`config.mk`:
```
export PLATFORM = sky130hd
export DESIGN_NAME = adc_diag_chop_delay_regs
export DESIGN_NICKNAME = d
export VERILOG_FILES = /design/src/adc_diag_pkg.sv /design/src/adc_diag_decode.sv /design/src/adc_diag_chop_delay_regs.sv
export VERILOG_INCLUDE_DIRS = /design/src
export SDC_FILE = /design/constraint.sdc
export NUM_CORES = 1
export LEC_CHECK = 0
export ABC_AREA = 1
export BUFFER_PORTS_ARGS = -buffer_cell sky130_fd_sc_hd__buf_2
export CORE_MARGIN = 2
export CORE_UTILIZATION = 48
export CTS_CLUSTER_SIZE = 12
export DETAILED_ROUTE_END_ITERATION = 10
export GPL_TIMING_DRIVEN = 0
export PLACE_DENSITY = 0.76
export SLEW_MARGIN = 25
export SYNTH_ARGS = -nofsm -noshare
export SYNTH_HDL_FRONTEND = slang
export SYNTH_SLANG_ARGS = --single-unit
```
`constraint.sdc`:
```
create_clock -name core_clk -period 2.33 [get_ports core_clk]
set_clock_uncertainty 0.05 [all_clocks]
set_input_delay 0.1165 -clock core_clk [delete_from_list [all_inputs] [get_ports core_clk]]
set_output_delay 0.1165 -clock core_clk [all_outputs]
set_load 0.005 [all_outputs]
```
`src/adc_diag_defines.svh`:
```
// Offsets, field positions, reset values and codes of the register slice.
// Notes on behaviour
// - Group A selector is bits 2:0: 000 off, 011 pos, 100 neg, 101 zero.
// - Group B check selector is bits 6:4 with the same encoding as group A.
// - Mode A channels get the group A voltage, mode B channels group B.
// - The selector register resets to 0x00, so no voltage is applied.
// - Delay bits 3:2 pick none, channels 0 to 3, 4 to 7, or all channels.
// - The modulator delay register resets to 0x02.
// - Chop bits 3:2 hold group A, bits 1:0 group B, resetting to 0x0A.
// - Chop code 01 divides the modulator clock by 8, code 10 by 32.
// - A test voltage reaches a channel only when its receive bit is one.
`ifndef ADC_DIAG_DEFINES_SVH
`define ADC_DIAG_DEFINES_SVH
`define OFS_RECEIVE 8'h56
`define OFS_DIAG_SEL 8'h57
`define OFS_MOD_DELAY 8'h58
`define OFS_CHOP 8'h59
`define RST_DIAG_SEL 8'h00
`define RST_MOD_DELAY 8'h02
`define RST_CHOP 8'h0a
`define RST_RECEIVE 8'h00
`define GRP_A_LSB 0
`define GRP_B_LSB 4
`define DELAY_LSB 2
`define CHOP_A_LSB 2
`define CHOP_B_LSB 0
`define CODE_POS 3'h3
`define CODE_NEG 3'h4
`define CODE_ZERO 3'h5
`define CHOP_DIV8 2'h1
`define CHOP_DIV32 2'h2
`define NUM_CH 8
`endif

```
`src/adc_diag_pkg.sv`:
```
// Types shared by the diagnostic register slice.
package adc_diag_pkg;
  typedef enum logic [1:0] {
    TEST_OFF = 2'h0,
    TEST_POS = 2'h1,
    TEST_NEG = 2'h2,
    TEST_ZERO = 2'h3
  } test_volt_e;
  typedef struct packed {
    logic [7:0] addr;
    logic [7:0] wdata;
    logic wr;
    logic rd;
  } reg_req_s;
  typedef struct packed {
    logic [1:0] div8;
    logic [1:0] div32;
  } chop_rate_s;
endpackage

```
`src/adc_diag_decode.sv`:
```
// Decoder from a three-bit check selector code to a test voltage.
`include "adc_diag_defines.svh"
module adc_diag_decode
  import adc_diag_pkg::*;
(
  input wire logic [2:0] code,
  output adc_diag_pkg::test_volt_e volt
);
  import adc_diag_pkg::*;

  // Anything other than the three defined codes is treated as off.
  assign volt = (code == `CODE_POS) ? TEST_POS :
                (code == `CODE_NEG) ? TEST_NEG :
                (code == `CODE_ZERO) ? TEST_ZERO :
                TEST_OFF;
endmodule

```
`src/adc_diag_chop_delay_regs.sv`:
```
// Diagnostic selector, modulator delay and chop control register slice.
`include "adc_diag_defines.svh"
module adc_diag_chop_delay_regs
  import adc_diag_pkg::*;
(
  input wire logic core_clk,
  input wire logic rst_n,
  input adc_diag_pkg::reg_req_s req,
  input wire logic [7:0] channel_mode_b,
  output logic [7:0] rdata,
  output logic [7:0] channel_zero_receive,
  output adc_diag_pkg::test_volt_e [7:0] channel_test_volt,
  output logic [7:0] delayed_mod_clock_en,
  output adc_diag_pkg::chop_rate_s group_a_chop_rate,
  output adc_diag_pkg::chop_rate_s group_b_chop_rate
);
  import adc_diag_pkg::*;

  // ------------------------------------------------------------
  // Register file
  // ------------------------------------------------------------
  logic [7:0] recv_q;
  logic [7:0] diag_q;
  logic [7:0] delay_q;
  logic [7:0] chop_q;
  logic [7:0] rdata_q;
  logic [7:0] rdata_d;
  wire hit_recv = req.addr == `OFS_RECEIVE;
  wire hit_diag = req.addr == `OFS_DIAG_SEL;
  wire hit_delay = req.addr == `OFS_MOD_DELAY;
  wire hit_chop = req.addr == `OFS_CHOP;

  // Reserved bits of the delay register are stored as written; software
  // must keep them at 0x2 because the core is not told what other values do.
  always_ff @(posedge core_clk or negedge rst_n)
  begin
    if (!rst_n)
    begin
      recv_q <= `RST_RECEIVE;
      diag_q <= `RST_DIAG_SEL;
      delay_q <= `RST_MOD_DELAY;
      chop_q <= `RST_CHOP;
    end
    else if (req.wr)
    begin
      if (hit_recv)
        recv_q <= req.wdata;
      if (hit_diag)
        diag_q <= req.wdata & 8'h77;
      if (hit_delay)
        delay_q <= req.wdata & 8'h0f;
      if (hit_chop)
        chop_q <= req.wdata & 8'h0f;
    end
  end

  // Unmapped addresses read as zero.
  assign rdata_d = hit_recv ? recv_q :
                   hit_diag ? diag_q :
                   hit_delay ? delay_q :
                   hit_chop ? chop_q : 8'h00;

  always_ff @(posedge core_clk or negedge rst_n)
  begin
    if (!rst_n)
      rdata_q <= 8'h00;
    else if (req.rd)
      rdata_q <= rdata_d;
    else
      rdata_q <= 8'h00;
  end
  assign rdata = rdata_q;

  // ------------------------------------------------------------
  // Per-channel routing
  // ------------------------------------------------------------
  test_volt_e volt_a;
  test_volt_e volt_b;
  adc_diag_decode u_dec_a (
    .code(diag_q[`GRP_A_LSB +: 3]),
    .volt(volt_a)
  );
  adc_diag_decode u_dec_b (
    .code(diag_q[`GRP_B_LSB +: 3]),
    .volt(volt_b)
  );

  wire [1:0] delay_sel = delay_q[`DELAY_LSB +: 2];
  wire [1:0] chop_a = chop_q[`CHOP_A_LSB +: 2];
  wire [1:0] chop_b = chop_q[`CHOP_B_LSB +: 2];
  test_volt_e [7:0] volt_q;
  logic [7:0] dly_q;
  chop_rate_s chop_a_q;
  chop_rate_s chop_b_q;

  genvar ch;
  generate
    for (ch = 0; ch < `NUM_CH; ch++)
    begin : g_ch
      // The mode input is assumed steady; it is not resynchronised.
      wire test_volt_e pick = channel_mode_b[ch] ? volt_b : volt_a;
      wire test_volt_e gated = recv_q[ch] ? pick : TEST_OFF;
      wire dly = (ch < 4) ? delay_sel[0] : delay_sel[1];
      always_ff @(posedge core_clk or negedge rst_n)
      begin
        if (!rst_n)
        begin
          volt_q[ch] <= TEST_OFF;
          dly_q[ch] <= 1'b0;
        end
        else
        begin
          volt_q[ch] <= gated;
          dly_q[ch] <= dly;
        end
      end
    end
  endgenerate

  always_ff @(posedge core_clk or negedge rst_n)
  begin
    if (!rst_n)
    begin
      chop_a_q <= '{div8: 2'h0, div32: 2'h0};
      chop_b_q <= '{div8: 2'h0, div32: 2'h0};
    end
    else
    begin
      chop_a_q <= '{div8: {1'b0, chop_a == `CHOP_DIV8},
                    div32: {1'b0, chop_a == `CHOP_DIV32}};
      chop_b_q <= '{div8: {1'b0, chop_b == `CHOP_DIV8},
                    div32: {1'b0, chop_b == `CHOP_DIV32}};
    end
  end

  assign channel_zero_receive = recv_q;
  assign channel_test_volt = volt_q;
  assign delayed_mod_clock_en = dly_q;
  assign group_a_chop_rate = chop_a_q;
  assign group_b_chop_rate = chop_b_q;

  // ------------------------------------------------------------
  // Checks
  // ------------------------------------------------------------
  gate_recv_a: assert property (@(posedge core_clk)
    disable iff (!rst_n)
    !recv_q[0] |=> channel_test_volt[0] == TEST_OFF)
    else $error("Voltage on channel without receive.");
  mode_a_route_a: assert property (@(posedge core_clk)
    disable iff (!rst_n)
    recv_q[1] && !channel_mode_b[1]
      |=> channel_test_volt[1] == $past(volt_a))
    else $error("Mode A channel did not follow group A.");
  mode_b_route_a: assert property (@(posedge core_clk)
    disable iff (!rst_n)
    recv_q[2] && channel_mode_b[2]
      |=> channel_test_volt[2] == $past(volt_b))
    else $error("Mode B channel did not follow group B.");
  undef_off_a: assert property (@(posedge core_clk)
    disable iff (!rst_n)
    !(diag_q[2:0] inside {3'h0, `CODE_POS, `CODE_NEG, `CODE_ZERO})
      |-> volt_a == TEST_OFF)
    else $error("Undefined group A code gave a voltage.");
  undef_b_off_a: assert property (@(posedge core_clk)
    disable iff (!rst_n)
    !(diag_q[6:4] inside {3'h0, `CODE_POS, `CODE_NEG, `CODE_ZERO})
      |-> volt_b == TEST_OFF)
    else $error("Undefined group B code gave a voltage.");
  neg_code_a: assert property (@(posedge core_clk)
    disable iff (!rst_n)
    diag_q[2:0] == 3'h4 |-> volt_a == TEST_NEG)
    else $error("Group A negative code misdecoded.");
  pos_code_a: assert property (@(posedge core_clk)
    disable iff (!rst_n)
    diag_q[6:4] == 3'h3 |-> volt_b == TEST_POS)
    else $error("Group B positive code misdecoded.");
  zero_code_a: assert property (@(posedge core_clk)
    disable iff (!rst_n)
    diag_q[2:0] == 3'h5 |-> volt_a == TEST_ZERO)
    else $error("Group A zero code misdecoded.");
  delay_half_a: assert property (@(posedge core_clk)
    disable iff (!rst_n)
    delay_q[3:2] == 2'h1 ##1 delay_q[3:2] == 2'h1
      |-> delayed_mod_clock_en == 8'h0f)
    else $error("Delay half mismatch.");
  delay_high_a: assert property (@(posedge core_clk)
    disable iff (!rst_n)
    delay_q[3:2] == 2'h2 |=> delayed_mod_clock_en == 8'hf0)
    else $error("Upper delay half mismatch.");
  delay_all_a: assert property (@(posedge core_clk)
    disable iff (!rst_n)
    delay_q[3:2] == 2'h3 |=> delayed_mod_clock_en == 8'hff)
    else $error("Full delay mismatch.");
  chop_rate_a: assert property (@(posedge core_clk)
    disable iff (!rst_n)
    chop_q[3:2] == 2'h2 |=> group_a_chop_rate.div32[0])
    else $error("Group A chop rate wrong.");
  chop_div8_a: assert property (@(posedge core_clk)
    disable iff (!rst_n)
    chop_q[3:2] == 2'h1 |=> group_a_chop_rate.div8 == 2'h1)
    else $error("Group A fast chop rate wrong.");
  chop_b_rate_a: assert property (@(posedge core_clk)
    disable iff (!rst_n)
    chop_q[1:0] == 2'h2 |=> group_b_chop_rate.div32 == 2'h1
      && group_b_chop_rate.div8 == 2'h0)
    else $error("Group B chop rate wrong.");
  diag_write_a: assert property (@(posedge core_clk)
    disable iff (!rst_n)
    req.wr && hit_diag |=> diag_q == ($past(req.wdata) & 8'h77))
    else $error("Selector write not stored.");
  delay_write_a: assert property (@(posedge core_clk)
    disable iff (!rst_n)
    req.wr && hit_delay |=> delay_q == ($past(req.wdata) & 8'h0f))
    else $error("Delay write not stored.");
  chop_write_a: assert property (@(posedge core_clk)
    disable iff (!rst_n)
    req.wr && hit_chop |=> chop_q == ($past(req.wdata) & 8'h0f))
    else $error("Chop write not stored.");
  chop_read_a: assert property (@(posedge core_clk)
    disable iff (!rst_n)
    req.rd && hit_chop |=> rdata == $past(chop_q))
    else $error("Chop read returned wrong data.");
  reset_vals_a: assert property (@(posedge core_clk)
    $rose(rst_n) |-> diag_q == 8'h00 && delay_q == 8'h02
      && chop_q == 8'h0a)
    else $error("Reset values wrong.");
endmodule

```
==> impl_metrics.ini <==
[outcome]
outcome = finished clean

[power_and_ir_drop]
peakVddDrop_uv = 422
power_per_cell_area_nw_per_um2 = 611
p_leak_uw = 0.00168

[run]
cap_violations = 0

[timing]
period_needed_ps = 1430
fmax_mhz = 698
finalSetupViolCount = 0
rsz0062_at_grt = no
fin_crit_sh = 0.615
worst_slew_pin_slew_ps = 659
fin_setup_tns_ps = 0
relSlewSlack = 0.561
maxSlewViolCount = 0
finalHoldViolations = 0

[layout]
antenna_cells = 0
num-nets-final = 383
fin_util = 0.651
area_growth_pct = 30.0
layout-drive-gt1-share = 0.329
fillCellCount = 391

[worst_setup_path]
max_stage_delay_ps = 520
worstPathCellList = inv_1 -> nand2_1 -> a21oi_1 -> nor2_1 -> nor2_1
cp-end-kind = register
critPathKind = reg2reg
cp_common_cell = nor2_1
required_ps = 2520
r2r_cells = 5
cp_slowest_cell = a21oi_1
worst-path-max-fanout = 8
arrival_ps = 1620
cp-start-kind = register

[clocking]
cts-buffers-inserted = 5
clk_latency_ps = 310
numClockSinks = 52
cts_root_buf = clkbuf_8
cts_resized = 0
cts.clk_slew.worst_paths_ps = 90
clk_path_buf_depth = 2
htree_levels = 2
cts_tree = done
cts_setup_buffers = 0

[route]
firstDrtPassIters = 4
num_vias = 1951
avgRoutedWirePerCell_um = 11.8
drcViolationCount = 0
ant_nets = 0
dr.first_iter.drc_count = 85
drt-vias-per-instance = 4.61
routed_wl_um = 4990

[logic_synthesis]
synthTopCellsByCount = dfrtp_1, inv_1, nand2_1
synth.cell_area_um2 = 2370
synth_most_common_cell = dfrtp_1
synth_enable_flop_cells = 0
synth.top_cells.by_area = dfrtp_1, inv_1, nand2_1, nor2_1, o21ai_0
synth_top_area_cell = dfrtp_1
synth_area_per_cell_um2 = 9.03
synthArstFlopShare = 1.00
syn-instance-count = 262
ys_warn_count = 0
seq_area_frac_synth = 0.552
ys_ff_latch = 52
synth_ff_type = dfrtp_1
netlist.area_leader.share = 0.518
synth_cell_type_count = 23

[global_routing]
grt_max_degree = 53
grt_pass1_vias = 1869
track_usage = 0.200
antenna_found_initial = 0
gr-total-overflow = 0
grt_first_pass_wirelength_um = 8290

[min_path]
whs_path_depth = 3
hold_path.class = in2reg

[placed_design]
dp_hpwl_um = 3660
numPortBuffers = 70
globalplace.congestion = 0.837

[floorplan]
start_util = 0.501
die_h_um = 74.2
die-width_um = 74.2
fp-row-count = 25
coreArea_um2 = 4720
die_area_um2 = 5510
num_io_pins = 76
-- per-stage QoR --
stage	std cells	setup WS (ps)	power [uW]	hold WS, ps	area (um2)
global route	423	700	1950	13.5	3080
detailed placement	402	923	1160	131	2810
finish	423	898	1880	11.2	3080
floorplan	265	1200	1070	-229	2380
global placement	402	963	1150	276	2810
CTS	423	887	1890	3.81	3080
-- cells by family after synthesis --
group / share of synthesized area
buffers and inverters: 0.108
other: 0.00158
flip-flops: 0.552
AND/OR/NAND/NOR: 0.206
AO/OA/AOI/OAI: 0.132
-- critical path: cells and delay by family (launching register included) --
| family | cells | cell delay (ps) |
|---|---|---|
| AO/OA/AOI/OAI | 1 | 520 |
| buffers and inverters | 1 | 80 |
| flip-flops | 1 | 420 |
| AND/OR/NAND/NOR | 3 | 290 |
-- layer usage --
layer  share of wire  global-route usage  vias up
met5               0                   0        -
met4           0.018              0.0833        0
met3           0.043              0.0379        8
met2            0.49               0.345       49
met1            0.45               0.249      889
li1                -                   -     1005
-- worst paths after layout --
kind	start	endpoint	slack [ps]
worst min-delay path	req[9]	channel_zero_receive[7]$_DFFE_PN0P_	10
worst max-delay path	diag_q[1]$_DFFE_PN0P_	channel_test_volt[0]$_DFF_PN0_	900
min in group asynchronous	rst_n	diag_q[4]$_DFFE_PN0P_	310
worst max register to register	diag_q[1]$_DFFE_PN0P_	channel_test_volt[0]$_DFF_PN0_	900
max in group asynchronous	rst_n	chop_q[2]$_DFFE_PN0P_	1500
worst min register to register	delay_q[2]$_DFFE_PN0P_	delayed_mod_clock_en[3]$_DFF_PN0_	370
-- flip-flops by register name (all words and copies together), names as in the netlist --
register and flops:
channel_test_volt 16, channel_zero_receive 8, rdata 8, diag_q 6
chop_q 4, delay_q 4, delayed_mod_clock_en 2, group_a_chop_rate 2
group_b_chop_rate 2
-- power by group --
part | switching, uW | total [uW] | internal [uW]
Clock | 292 | 721 | 429
Combinational | 107 | 195 | 88.0
Sequential | 24.3 | 963 | 939
Total | 423 | 1880 | 1460
-- layout by cell type (no fill, tap or decap), types with 4 or more instances in the layout --
cell type       n
nand3_1        17
buf_2          70
o21ai_2        11
nand2_1        38
nor2_4          4
dlygate4sd3_1  13
nor2_1         34
a21oi_1        10
dfrtp_1        49
conb_1          4
buf_4          12
inv_1          38
clkbuf_8        5
o21ai_0        25
-- what timing repair did --
action,4_1_cts,5_1_grt
hold buffers,13,0
endpoints found under the hold margin,61,0
endpoints found under the setup margin,0,0
-- cell type report --
cell class,instances,area [um2],share of cell area
Multi-Input combinational cell,160,816,0.265
Buffer,15,114,0.0370
Inverter,38,143,0.0464
Timing Repair Buffer,83,483,0.157
Sequential cell,52,1310,0.424
Clock buffer,6,72.6,0.0236
Tap cell,67,83.8,0.0272
Clock inverter,2,60.1,0.0195
Note: power is estimated with default switching activity, not from simulation.
